<file path="src/verilog/lpmc_map.svh">
`ifndef LPMC_MAP_SVH
`define LPMC_MAP_SVH

// Protect bit positions in the write protect register
`define LPMC_PROT_CLK_BIT   0
`define LPMC_PROT_PWR_BIT   1
`define LPMC_PROT_VDET_BIT  3
`define LPMC_PROT_RST       4'h0

// Standby control field encodings
`define LPMC_SBY_SLEEP      2'h0
`define LPMC_SBY_DEEP       2'h1
`define LPMC_SBY_STBY       2'h2
`define LPMC_SBY_RST        2'h0

// Oscillator control field positions and reset value
`define LPMC_OSC_MAIN_BIT   0
`define LPMC_OSC_PLL_BIT    1
`define LPMC_OSC_FAST_BIT   2
`define LPMC_OSC_SLOW_BIT   3
`define LPMC_OSC_RST        4'h8

// Voltage detector control field positions and reset value
`define LPMC_VDET_EN_BIT    0
`define LPMC_VDET_LP_BIT    1
`define LPMC_VDET_RST       2'h0

// Main RAM region retained across low power modes
`define LPMC_RAM_LO         32'h0000_0000
`define LPMC_RAM_HI         32'h0000_2fff

// Operating power control reset value (high-speed)
`define LPMC_OPC_RST        1'h0

`endif

</file>
<file path="src/verilog/lpmc_pkg.sv">
package lpmc_pkg;

	// Power state of the device, one-hot
	typedef enum logic [3:0] {
		LPMC_RUN   = 4'h1,
		LPMC_SLEEP = 4'h2,
		LPMC_DEEP  = 4'h4,
		LPMC_STBY  = 4'h8
	} lpmc_state_t;

	// Operating power control mode
	typedef enum logic {
		LPMC_HIGH_SPEED   = 1'h0,
		LPMC_MIDDLE_SPEED = 1'h1
	} lpmc_opmode_t;

endpackage

</file>
<file path="src/verilog/lpmc_clkdiv.sv">
`timescale 1ns/1ps
`default_nettype none

// Programmable divider: one enable pulse every ratio+1 cycles
module lpmc_clkdiv #(
	parameter int DW = 6
) (
	input  wire logic          ref_clk,
	input  wire logic          resetn,
	input  wire logic [DW-1:0] ratio,
	output logic               tick
);

	logic [DW-1:0] cnt_q;
	logic          wrap;

	// Wrap when the count reaches the programmed ratio
	assign wrap = (cnt_q >= ratio);

	// Counter and registered enable pulse
	always_ff @(posedge ref_clk) begin
		if (!resetn) begin
			cnt_q <= '0;
			tick  <= 1'b0;
		end else begin
			cnt_q <= wrap ? '0 : cnt_q + 1'b1;
			tick  <= wrap;
		end
	end

endmodule

`default_nettype wire

</file>
<file path="src/verilog/lpmc_top.sv">
// Behaviour
// Core, peripheral, converter and flash clocks each have their own division ratio.
// Each peripheral has a stop bit affecting only that peripheral's clock enable.
// Low power entry needs standby control setting plus a wait instruction.
// Each mode halts processor, peripherals or oscillators per the selected mode.
// Besides reset, only an enabled interrupt ends a low power mode.
// On wake the device services the waking interrupt.
// Main RAM accessible in sleep, held but not accessible in deeper modes.
// Retained units freeze operation but keep register contents until wake.
// Optional units run or stop during a mode per their control setting.
// Independent watchdog may run in all three modes per its setting.
// Voltage detector may run in all three modes per its setting.
// High-speed and middle-speed power modes apply in run, sleep and deep sleep.
// Clock protect bit gates divider and oscillator control writes.
// Power protect bit gates standby, module stop, power mode and reset writes.
// Voltage monitor protect bit gates voltage detector control writes.
// Software standby stops main, PLL, fast and slow oscillators; holds pins.
// Deep sleep stops transfer controller and flash; sleep keeps them running.
`include "lpmc_map.svh"
`timescale 1ns/1ps
`default_nettype none

module lpmc_top #(
	parameter int DW   = 6,
	parameter int NMOD = 16
) (
	input  wire logic            ref_clk,
	input  wire logic            resetn,
	input  wire logic            protect_wr,
	input  wire logic [3:0]      protect_wdata,
	input  wire logic            div_wr,
	input  wire logic [4*DW-1:0] div_wdata,
	input  wire logic            osc_wr,
	input  wire logic [3:0]      osc_wdata,
	input  wire logic            mstop_wr,
	input  wire logic [NMOD-1:0] mstop_wdata,
	input  wire logic            sby_wr,
	input  wire logic [1:0]      sby_wdata,
	input  wire logic            opc_wr,
	input  wire logic            opc_wdata,
	input  wire logic            swrst_wr,
	input  wire logic            voltage_detector_wr,
	input  wire logic [1:0]      voltage_detector_wdata,
	input  wire logic            watchdog_lp_run,
	input  wire logic            wait_exec,
	input  wire logic            irq_pending,
	input  wire logic [31:0]     ram_addr,
	input  wire logic            ram_req,
	output logic                 core_clock_en,
	output logic                 peripheral_bus_clock_en,
	output logic                 converter_clock_en,
	output logic                 flash_interface_clock_en,
	output logic [NMOD-1:0]      module_clk_en,
	output logic                 cpu_halt,
	output logic                 transfer_controller_halt,
	output logic                 flash_halt,
	output logic                 main_osc_en,
	output logic                 pll_en,
	output logic                 fast_internal_oscillator_en,
	output logic                 slow_internal_oscillator_en,
	output logic                 wdt_osc_en,
	output logic                 io_hold,
	output logic                 ram_grant,
	output logic                 independent_watchdog_run,
	output logic                 voltage_detector_run,
	output logic                 power_mode,
	output logic                 wake_service,
	output logic                 sw_reset,
	output logic [3:0]           write_protect_register,
	output logic [3:0]           power_state
);

	lpmc_pkg::lpmc_state_t state_q, state_d;
	logic [4*DW-1:0] div_q;
	logic [3:0]      osc_q;
	logic [NMOD-1:0] mstop_q;
	logic [1:0]      sby_q;
	logic            opc_q;
	logic [1:0]      vdet_q;
	logic [3:0]      tick;
	logic [NMOD-1:0] mod_en_d;

	// Write enables after protect gating
	wire clk_ok = write_protect_register[`LPMC_PROT_CLK_BIT];
	wire pwr_ok = write_protect_register[`LPMC_PROT_PWR_BIT];
	wire vdet_ok = write_protect_register[`LPMC_PROT_VDET_BIT];
	wire div_we = div_wr && clk_ok;
	wire osc_we = osc_wr && clk_ok;
	wire mst_we = mstop_wr && pwr_ok;
	wire sby_ok = (sby_wdata != 2'h3);
	wire sby_we = sby_wr && pwr_ok && sby_ok;
	wire opc_we = opc_wr && pwr_ok;
	wire rst_we = swrst_wr && pwr_ok;
	wire vdet_we = voltage_detector_wr && vdet_ok;

	// Mode decode from the registered state
	wire in_run   = (state_q == lpmc_pkg::LPMC_RUN);
	wire in_sleep = (state_q == lpmc_pkg::LPMC_SLEEP);
	wire in_deep  = (state_q == lpmc_pkg::LPMC_DEEP);
	wire in_stby  = (state_q == lpmc_pkg::LPMC_STBY);
	wire in_lp    = !in_run;
	wire ram_hit  = (ram_addr <= `LPMC_RAM_HI); // Region starts at address zero

	// Four independent dividers, one per clock domain
	genvar g;
	generate
		for (g = 0; g < 4; g++) begin : g_div
			lpmc_clkdiv #(.DW(DW)) u_div (
				.ref_clk (ref_clk),
				.resetn  (resetn),
				.ratio   (div_q[g*DW +: DW]),
				.tick    (tick[g])
			);
		end
	endgenerate

	// Power state machine: entry on wait, exit on interrupt
	always_comb begin
		state_d = state_q;
		case (state_q)
			lpmc_pkg::LPMC_RUN: begin
				if (wait_exec) begin
					case (sby_q)
						`LPMC_SBY_DEEP: state_d = lpmc_pkg::LPMC_DEEP;
						`LPMC_SBY_STBY: state_d = lpmc_pkg::LPMC_STBY;
						default:        state_d = lpmc_pkg::LPMC_SLEEP;
					endcase
				end
			end
			default: begin
				if (irq_pending) begin
					state_d = lpmc_pkg::LPMC_RUN;
				end
			end
		endcase
	end

	// Control registers except the protect register, written only when unprotected
	always_ff @(posedge ref_clk) begin
		if (!resetn) begin
			write_protect_register <= `LPMC_PROT_RST;
			div_q   <= '0;
			osc_q   <= `LPMC_OSC_RST;
			mstop_q <= '1;
			sby_q   <= `LPMC_SBY_RST;
			opc_q   <= `LPMC_OPC_RST;
			vdet_q  <= `LPMC_VDET_RST;
			state_q <= lpmc_pkg::LPMC_RUN;
		end else begin
			if (protect_wr) write_protect_register <= protect_wdata & 4'hb;
			if (div_we) div_q <= div_wdata;
			if (osc_we) osc_q <= osc_wdata;
			if (mst_we) mstop_q <= mstop_wdata;
			if (sby_we) sby_q <= sby_wdata;
			if (opc_we) opc_q <= opc_wdata;
			if (vdet_we) vdet_q <= voltage_detector_wdata;
			state_q <= state_d;
		end
	end

	// Clock enables, gated by which domains the mode halts
	always_ff @(posedge ref_clk) begin
		if (!resetn) begin
			core_clock_en            <= 1'b0;
			peripheral_bus_clock_en  <= 1'b0;
			converter_clock_en       <= 1'b0;
			flash_interface_clock_en <= 1'b0;
		end else begin
			core_clock_en            <= tick[0] && in_run;
			peripheral_bus_clock_en  <= tick[1] && !in_stby;
			converter_clock_en       <= tick[2] && !in_stby;
			flash_interface_clock_en <= tick[3] && !in_deep && !in_stby;
		end
	end

	// Per-module clock enables: own stop bit, stopped in standby
	generate
		for (g = 0; g < NMOD; g++) begin : g_mod
			assign mod_en_d[g] = tick[1] && !mstop_q[g] && !in_stby;
		end
	endgenerate

	// One register for all module enables keeps a single writer
	always_ff @(posedge ref_clk) begin
		if (!resetn) begin
			module_clk_en <= '0;
		end else begin
			module_clk_en <= mod_en_d;
		end
	end

	// Halts, oscillators, monitors and wake strobe
	always_ff @(posedge ref_clk) begin
		if (!resetn) begin
			cpu_halt                    <= 1'b0;
			transfer_controller_halt    <= 1'b0;
			flash_halt                  <= 1'b0;
			main_osc_en                 <= 1'b0;
			pll_en                      <= 1'b0;
			fast_internal_oscillator_en <= 1'b0;
			slow_internal_oscillator_en <= 1'b1;
			wdt_osc_en                  <= 1'b1;
			io_hold                     <= 1'b0;
			ram_grant                   <= 1'b0;
			independent_watchdog_run    <= 1'b1;
			voltage_detector_run        <= 1'b0;
			power_mode                  <= `LPMC_OPC_RST;
			wake_service                <= 1'b0;
			sw_reset                    <= 1'b0;
			power_state                 <= 4'h1;
		end else begin
			cpu_halt                    <= in_lp;
			transfer_controller_halt    <= in_deep || in_stby;
			flash_halt                  <= in_deep || in_stby;
			main_osc_en                 <= osc_q[`LPMC_OSC_MAIN_BIT] && !in_stby;
			pll_en                      <= osc_q[`LPMC_OSC_PLL_BIT] && !in_stby;
			fast_internal_oscillator_en <= osc_q[`LPMC_OSC_FAST_BIT] && !in_stby;
			slow_internal_oscillator_en <= osc_q[`LPMC_OSC_SLOW_BIT] && !in_stby;
			wdt_osc_en                  <= in_run || watchdog_lp_run;
			io_hold                     <= in_stby;
			ram_grant                   <= ram_req && ram_hit && (in_run || in_sleep);
			independent_watchdog_run    <= in_run || watchdog_lp_run;
			voltage_detector_run        <= vdet_q[`LPMC_VDET_EN_BIT]
				&& (in_run || vdet_q[`LPMC_VDET_LP_BIT]);
			power_mode                  <= opc_q;
			wake_service                <= in_lp && irq_pending;
			sw_reset                    <= rst_we;
			power_state                 <= state_q;
		end
	end
endmodule

`default_nettype wire

</file>
<file path="config.mk">
export PLATFORM = sky130hd
export DESIGN_NAME = lpmc_top
export DESIGN_NICKNAME = d
export VERILOG_FILES = /design/src/verilog/lpmc_pkg.sv /design/src/verilog/lpmc_clkdiv.sv /design/src/verilog/lpmc_top.sv
export VERILOG_INCLUDE_DIRS = /design/src /design/src/verilog
export SDC_FILE = /design/constraint.sdc
export NUM_CORES = 1
export LEC_CHECK = 0
export ABC_CLOCK_PERIOD_IN_PS = 3100
export BUFFER_PORTS_ARGS = -buffer_cell sky130_fd_sc_hd__buf_2
export CORE_MARGIN = 4
export CORE_UTILIZATION = 52
export CTS_BUF_LIST = sky130_fd_sc_hd__clkbuf_8 sky130_fd_sc_hd__clkbuf_16
export DETAILED_ROUTE_END_ITERATION = 6
export GPL_TIMING_DRIVEN = 0
export PLACE_DENSITY = 0.91
export SYNTH_ARGS = -nofsm -noshare
export SYNTH_HDL_FRONTEND = slang
export SYNTH_SLANG_ARGS = --single-unit
</file>
<file path="constraint.sdc">
create_clock -name ref_clk -period 3.1 [get_ports ref_clk]
set_clock_uncertainty 0.1 [all_clocks]
set_input_delay 0.62 -clock ref_clk [delete_from_list [all_inputs] [get_ports ref_clk]]
set_output_delay 0.62 -clock ref_clk [all_outputs]
set_load 0.05 [all_outputs]
</file>
# ---- Word-level counts from Yosys, hierarchy flattened
# Index checks and enable logic that the tools add are counted.
dict set report classes {
  add_sub_neg 4
  multipliers 0
  div 0
  order_cmp 5
  n_eq_ne 8
  shifts 0
  n_mux 4
  bitwise 1
  n_reduce_logical 82
}
# operator count
set op_table {}
lappend op_table {{logical AND 1 bit} 53}
lappend op_table {{<= comparator 32 x 14 -> 1 bit (second input constant)} 1}
lappend op_table {{adder 6 x 1 -> 6 bit (second input constant)} 4}
lappend op_table {{>= comparator 6 bit} 4}
lappend op_table {{logical NOT 1 bit} 19}
lappend op_table {{2-to-1 mux 4 bit} 3}
lappend op_table {{one-hot mux 4 bit (2 select lines)} 1}
lappend op_table {{OR reduction 2 bit} 4}
lappend op_table {{== test 4 x 1 -> 1 bit (second input constant)} 1}
lappend op_table {{== test 4 x 2 -> 1 bit (second input constant)} 1}
lappend op_table {{== test 4 x 3 -> 1 bit (second input constant)} 1}
lappend op_table {{== test 4 bit (second input constant)} 1}
lappend op_table {{logical OR 1 bit} 4}
lappend op_table {{inequality test 2 bit (second input constant)} 2}
lappend op_table {{== test 2 x 1 -> 1 bit (second input constant)} 1}
lappend op_table {{== test 2 bit (second input constant)} 1}
lappend op_table {{AND reduction 2 bit} 1}
lappend op_table {{nonzero test 2 bit} 1}
lappend op_table {{inverter 1 bit} 1}
dict set report word_totals {
  regBits 121
  latch_bits 0
  mem_bits_rw 0
  rom_bits 0
  input_bits 99
  output_inout_bits 43
  word_cells 139
  mem_count 0
}

# ---- Depth between registers and ports, before layout
dict set report logic_depth {
  ltp_word 4
  depth_mapped 6
  depth_no_buf 6
}

# ---- By module
# From an unflattened synthesis, not the netlist that was laid out.
dict set report unflattened {
  cells_unflattened 520
  area_unflattened_um2 4737.0
}
# module instances cells_each area_each_um2
set by_module_without_submodules {}
lappend by_module_without_submodules {lpmc_top 1 340 3065.4}
lappend by_module_without_submodules {lpmc_clkdiv 4 45 417.9}

# ---- Least setup slack after synthesis
# No wires, ideal clock.
dict set report synth_timing {
  path_type {flip-flop to flip-flop}
  startpoint {register write_protect_register[0]}
  endpoint {register div_q[10]}
  setup_time_ns 0.076
  t_arrival_ns 1.465
  path_slack_ns 1.459
  stages_incl_launch_ff 7
  n_path_buf 3
  synth_period_minus_slack_ns 1.641
  cell_sequence {dfxtp_1 -> clkbuf_2 -> and2_1 -> buf_2 -> buf_2 -> nand2_1 -> a21boi_0}
}
dict set report synth_between {
  elab_chain_cells 1
}
# item line_no
set synth_rtl {}
lappend synth_rtl {{start, declared} lpmc_top.sv:69} ;# output logic [3:0] write_protect_register,
lappend synth_rtl {{start signal, assigned} lpmc_top.sv:141} ;# write_protect_register <= `LPMC_PROT_RST;
lappend synth_rtl {{start signal, assigned} lpmc_top.sv:150} ;# if (protect_wr) write_protect_register <= protect_wdata & 4'hb;
lappend synth_rtl {{logical AND 1 bit} lpmc_top.sv:87} ;# wire div_we = div_wr && clk_ok;
lappend synth_rtl {{end signal, assigned} lpmc_top.sv:151} ;# if (div_we) div_q <= div_wdata;
lappend synth_rtl {{end, declared} lpmc_top.sv:74} ;# logic [4*DW-1:0] div_q;
# Every way passes these cells.
# A chain may end at the register's enable or synchronous reset.

# ---- Worst setup path after layout
dict set report layout_timing {
  startpoint {register write_protect_register[1]}
  endpoint {output port write_protect_register[1]}
}
# No word-level cell between the ends.

==> flow_summary.json <==
{
  "status": "finished clean",
  "via_per_inst": 5.04,
  "final_nets": 797,
  "antenna_found_initial": 0,
  "synth_area_sq_um": 4740,
  "worstHoldStart": "mstop_wdata[5]",
  "grt_overflow_total": 0,
  "rsz0062_at_grt": "no",
  "wirelength_um": 11400,
  "antenna_cells": 0,
  "ir_drop_uv": 524,
  "path_buf_inv": 1,
  "reg2reg_to": "g_div[0].u_div.cnt_q[4]",
  "clockRootBuffer": "clkbuf_8",
  "cpLargestDelayFamily": "flip-flops",
  "tns_ns": 0,
  "cp.depth": 1,
  "synth_top_area_frac": 0.511,
  "ys_ff_latch": 121,
  "synth-seq-area-share": 0.511,
  "finalCritPeriodShare": 0.670,
  "yosysWarnings": 0,
  "htreeDepth": 4,
  "startpoint_type": "flip-flop",
  "syn_nets": 651,
  "fmax_ghz": 0.481,
  "clk_pin_slew_ns": 0.06,
  "drt_iter0_markers": 111,
  "leakage_nw": 2.75,
  "hold_buffers": 0,
  "clk_path_buf_depth": 2,
  "yosysTopAreaCell": "dfxtp_1",
  "layout-drive-gt1-share": 0.257,
  "detail-route-antenna-nets": 0,
  "hold_path_class": "in -> reg",
  "maxSlewHeadroom": 0.659,
  "crit_chain": "buf_2",
  "cts_buffers": 17,
  "slowest_delay_ns": 0.52,
  "grt_pass1_wl_um": 18100,
  "ios": 142,
  "tightest_slew_ns": 0.510,
  "clk-insertion-delay-late_ns": 0.51,
  "drv_cap": 0,
  "synth_area_per_cell_sq_um": 9.08,
  "dr_total_vias": 3979,
  "r2r-start": "g_div[0].u_div.cnt_q[0]",
  "power.density_nw_per_um2": 642,
  "crit_end": "write_protect_register[1]",
  "grt_max_degree": 17,
  "fp.dieW_um": 103,
  "required_ns": 2.38,
  "report.final.slew_viol_count": 0,
  "ys_top_cells_by_count": "dfxtp_1, nand2_1, nor2_1",
  "row_count": 34,
  "period_needed_ns": 2.08,
  "cp_data_arrival_time_ns": 1.36,
  "firstDrtPassIters": 5,
  "gp_congestion": 0.923,
  "drc": 0,
  "synth_ff_type": "dfxtp_1",
  "path_max_fanout": 8,
  "coreArea_sq_um": 8810,
  "postCtsResizedCells": 0,
  "initial_utilization": 0.538,
  "cts_tree": "done",
  "crit_start": "write_protect_register[1]",
  "areaGrowthSynthToFinish_pct": 29.0,
  "setup_viol": 0,
  "die-area_sq_um": 10700,
  "synthTopCellsByArea": "dfxtp_1, ha_1, nand2_1",
  "syn_inst": 522,
  "post_cts_buffers": 0,
  "path_class": "reg -> out",
  "final-hold-violation-count": 0,
  "worstRegToRegCells": 6,
  "wl_per_cell_um": 14.4,
  "critPathSlowestCell": "dfxtp_1",
  "clkSinkCount": 121,
  "synth.distinct_cells": 38,
  "die_y_um": 103,
  "reg2reg_slack_ns": 1.38,
  "async_reset_ff_frac": 0,
  "nFillCells": 666,
  "dp_hpwl_um": 8480,
  "synth-edff-count": 0,
  "end_kind": "primary output",
  "synth_most_common_cell": "dfxtp_1",
  "portBuffers": 127,
  "track_usage": 0.219,
  "grt_pass1_vias": 4021,
  "utilization": 0.694
}
## cells in the final DEF, fill, tap and decap left out, types with 5 or more instances in the layout
cell	count
buf_2	133
dfxtp_1	121
nand2_1	100
nor2_1	46
nand3_1	34
inv_1	33
ha_1	30
a21boi_0	28
and2_1	17
clkbuf_16	16
a21oi_1	15
xor2_1	10
nor2b_1	10
xnor2_1	8
clkbuf_1	8
o21ai_0	7
nand2b_1	6
clkinv_4	6
nand4_1	5
## metrics by stage
step	hold WS [ns]	total power [mW]	worst slack, ns	area [sq um]	cells
after floorplan	0.291	1.85	1.46	4740	522
after global placement	0.297	1.96	1.20	5510	757
after detailed placement	0.299	1.98	1.18	5510	757
after CTS	0.216	3.94	0.995	6110	789
after global routing	0.208	4.06	0.967	6110	789
final	0.224	3.92	1.02	6110	789
## power by group
part / leakage [nW] / switching (mW) / internal [mW] / total [mW]
Clock: 0.301 / 0.724 / 1.25 / 1.98
Sequential: 0.984 / 0.0338 / 1.61 / 1.64
Combinational: 1.46 / 0.187 / 0.117 / 0.304
Total: 2.75 / 0.945 / 2.98 / 3.92
## per-layer routing
layer  global-route usage  up-vias  routed length, um
li1                     -     1998                  -
met1                0.257     1812               4830
met2                0.382      148               5590
met3               0.0577       21                743
met4               0.0827        0                194
met5                    0        -                  0
## layout make-up
type | instances | area [sq um] | area share
Buffer | 21 | 110 | 0.0180
Sequential cell | 121 | 2420 | 0.396
Tap cell | 108 | 135 | 0.0221
Inverter | 32 | 120 | 0.0196
Timing Repair Buffer | 127 | 636 | 0.104
Multi-Input combinational cell | 348 | 2090 | 0.342
Clock inverter | 14 | 174 | 0.0284
Clock buffer | 18 | 428 | 0.0700
## logic make-up (layout without fill, tap and decap cells)
kind of cell / count (synthesis) / after routing / share of synthesized area
buffers and inverters: 53 / 212 / 0.0486
AOI/OAI and AO/OA: 64 / 64 / 0.0916
xor gates and xnor gates: 18 / 18 / 0.0333
and+or+nand+nor: 232 / 232 / 0.229
muxes: 3 / 3 / 0.00633
other: 1 / 1 / 0.000791
DFF: 121 / 121 / 0.511
adders and majority gates: 30 / 30 / 0.0792
## how the worst min path moves through the flow
stage / to / slack (ns) / cells after the start
5_1_grt: mstop_q[3] / 0.21 / 3
6_report: mstop_q[5] / 0.22 / 3
4_1_cts: mstop_q[1] / 0.22 / 3
3_5_place_dp: module_clk_en[7] / 0.30 / 1
2_1_floorplan: module_clk_en[10] / 0.29 / 1
3_3_place_gp: module_clk_en[9] / 0.30 / 1
## state kept, by name, indices dropped and copies added, names as in the netlist, 2 cells and up
| signal | count |
|---|---|
| sby_q | 2 |
| div_q | 24 |
| vdet_q | 2 |
| state_q | 4 |
| write_protect_register | 3 |
| mstop_q | 16 |
| g_div.u_div.tick | 4 |
| g_div.u_div.cnt_q | 24 |
| power_state | 4 |
| module_clk_en | 16 |
| osc_q | 4 |
Power figures use the tool's default switching activity.
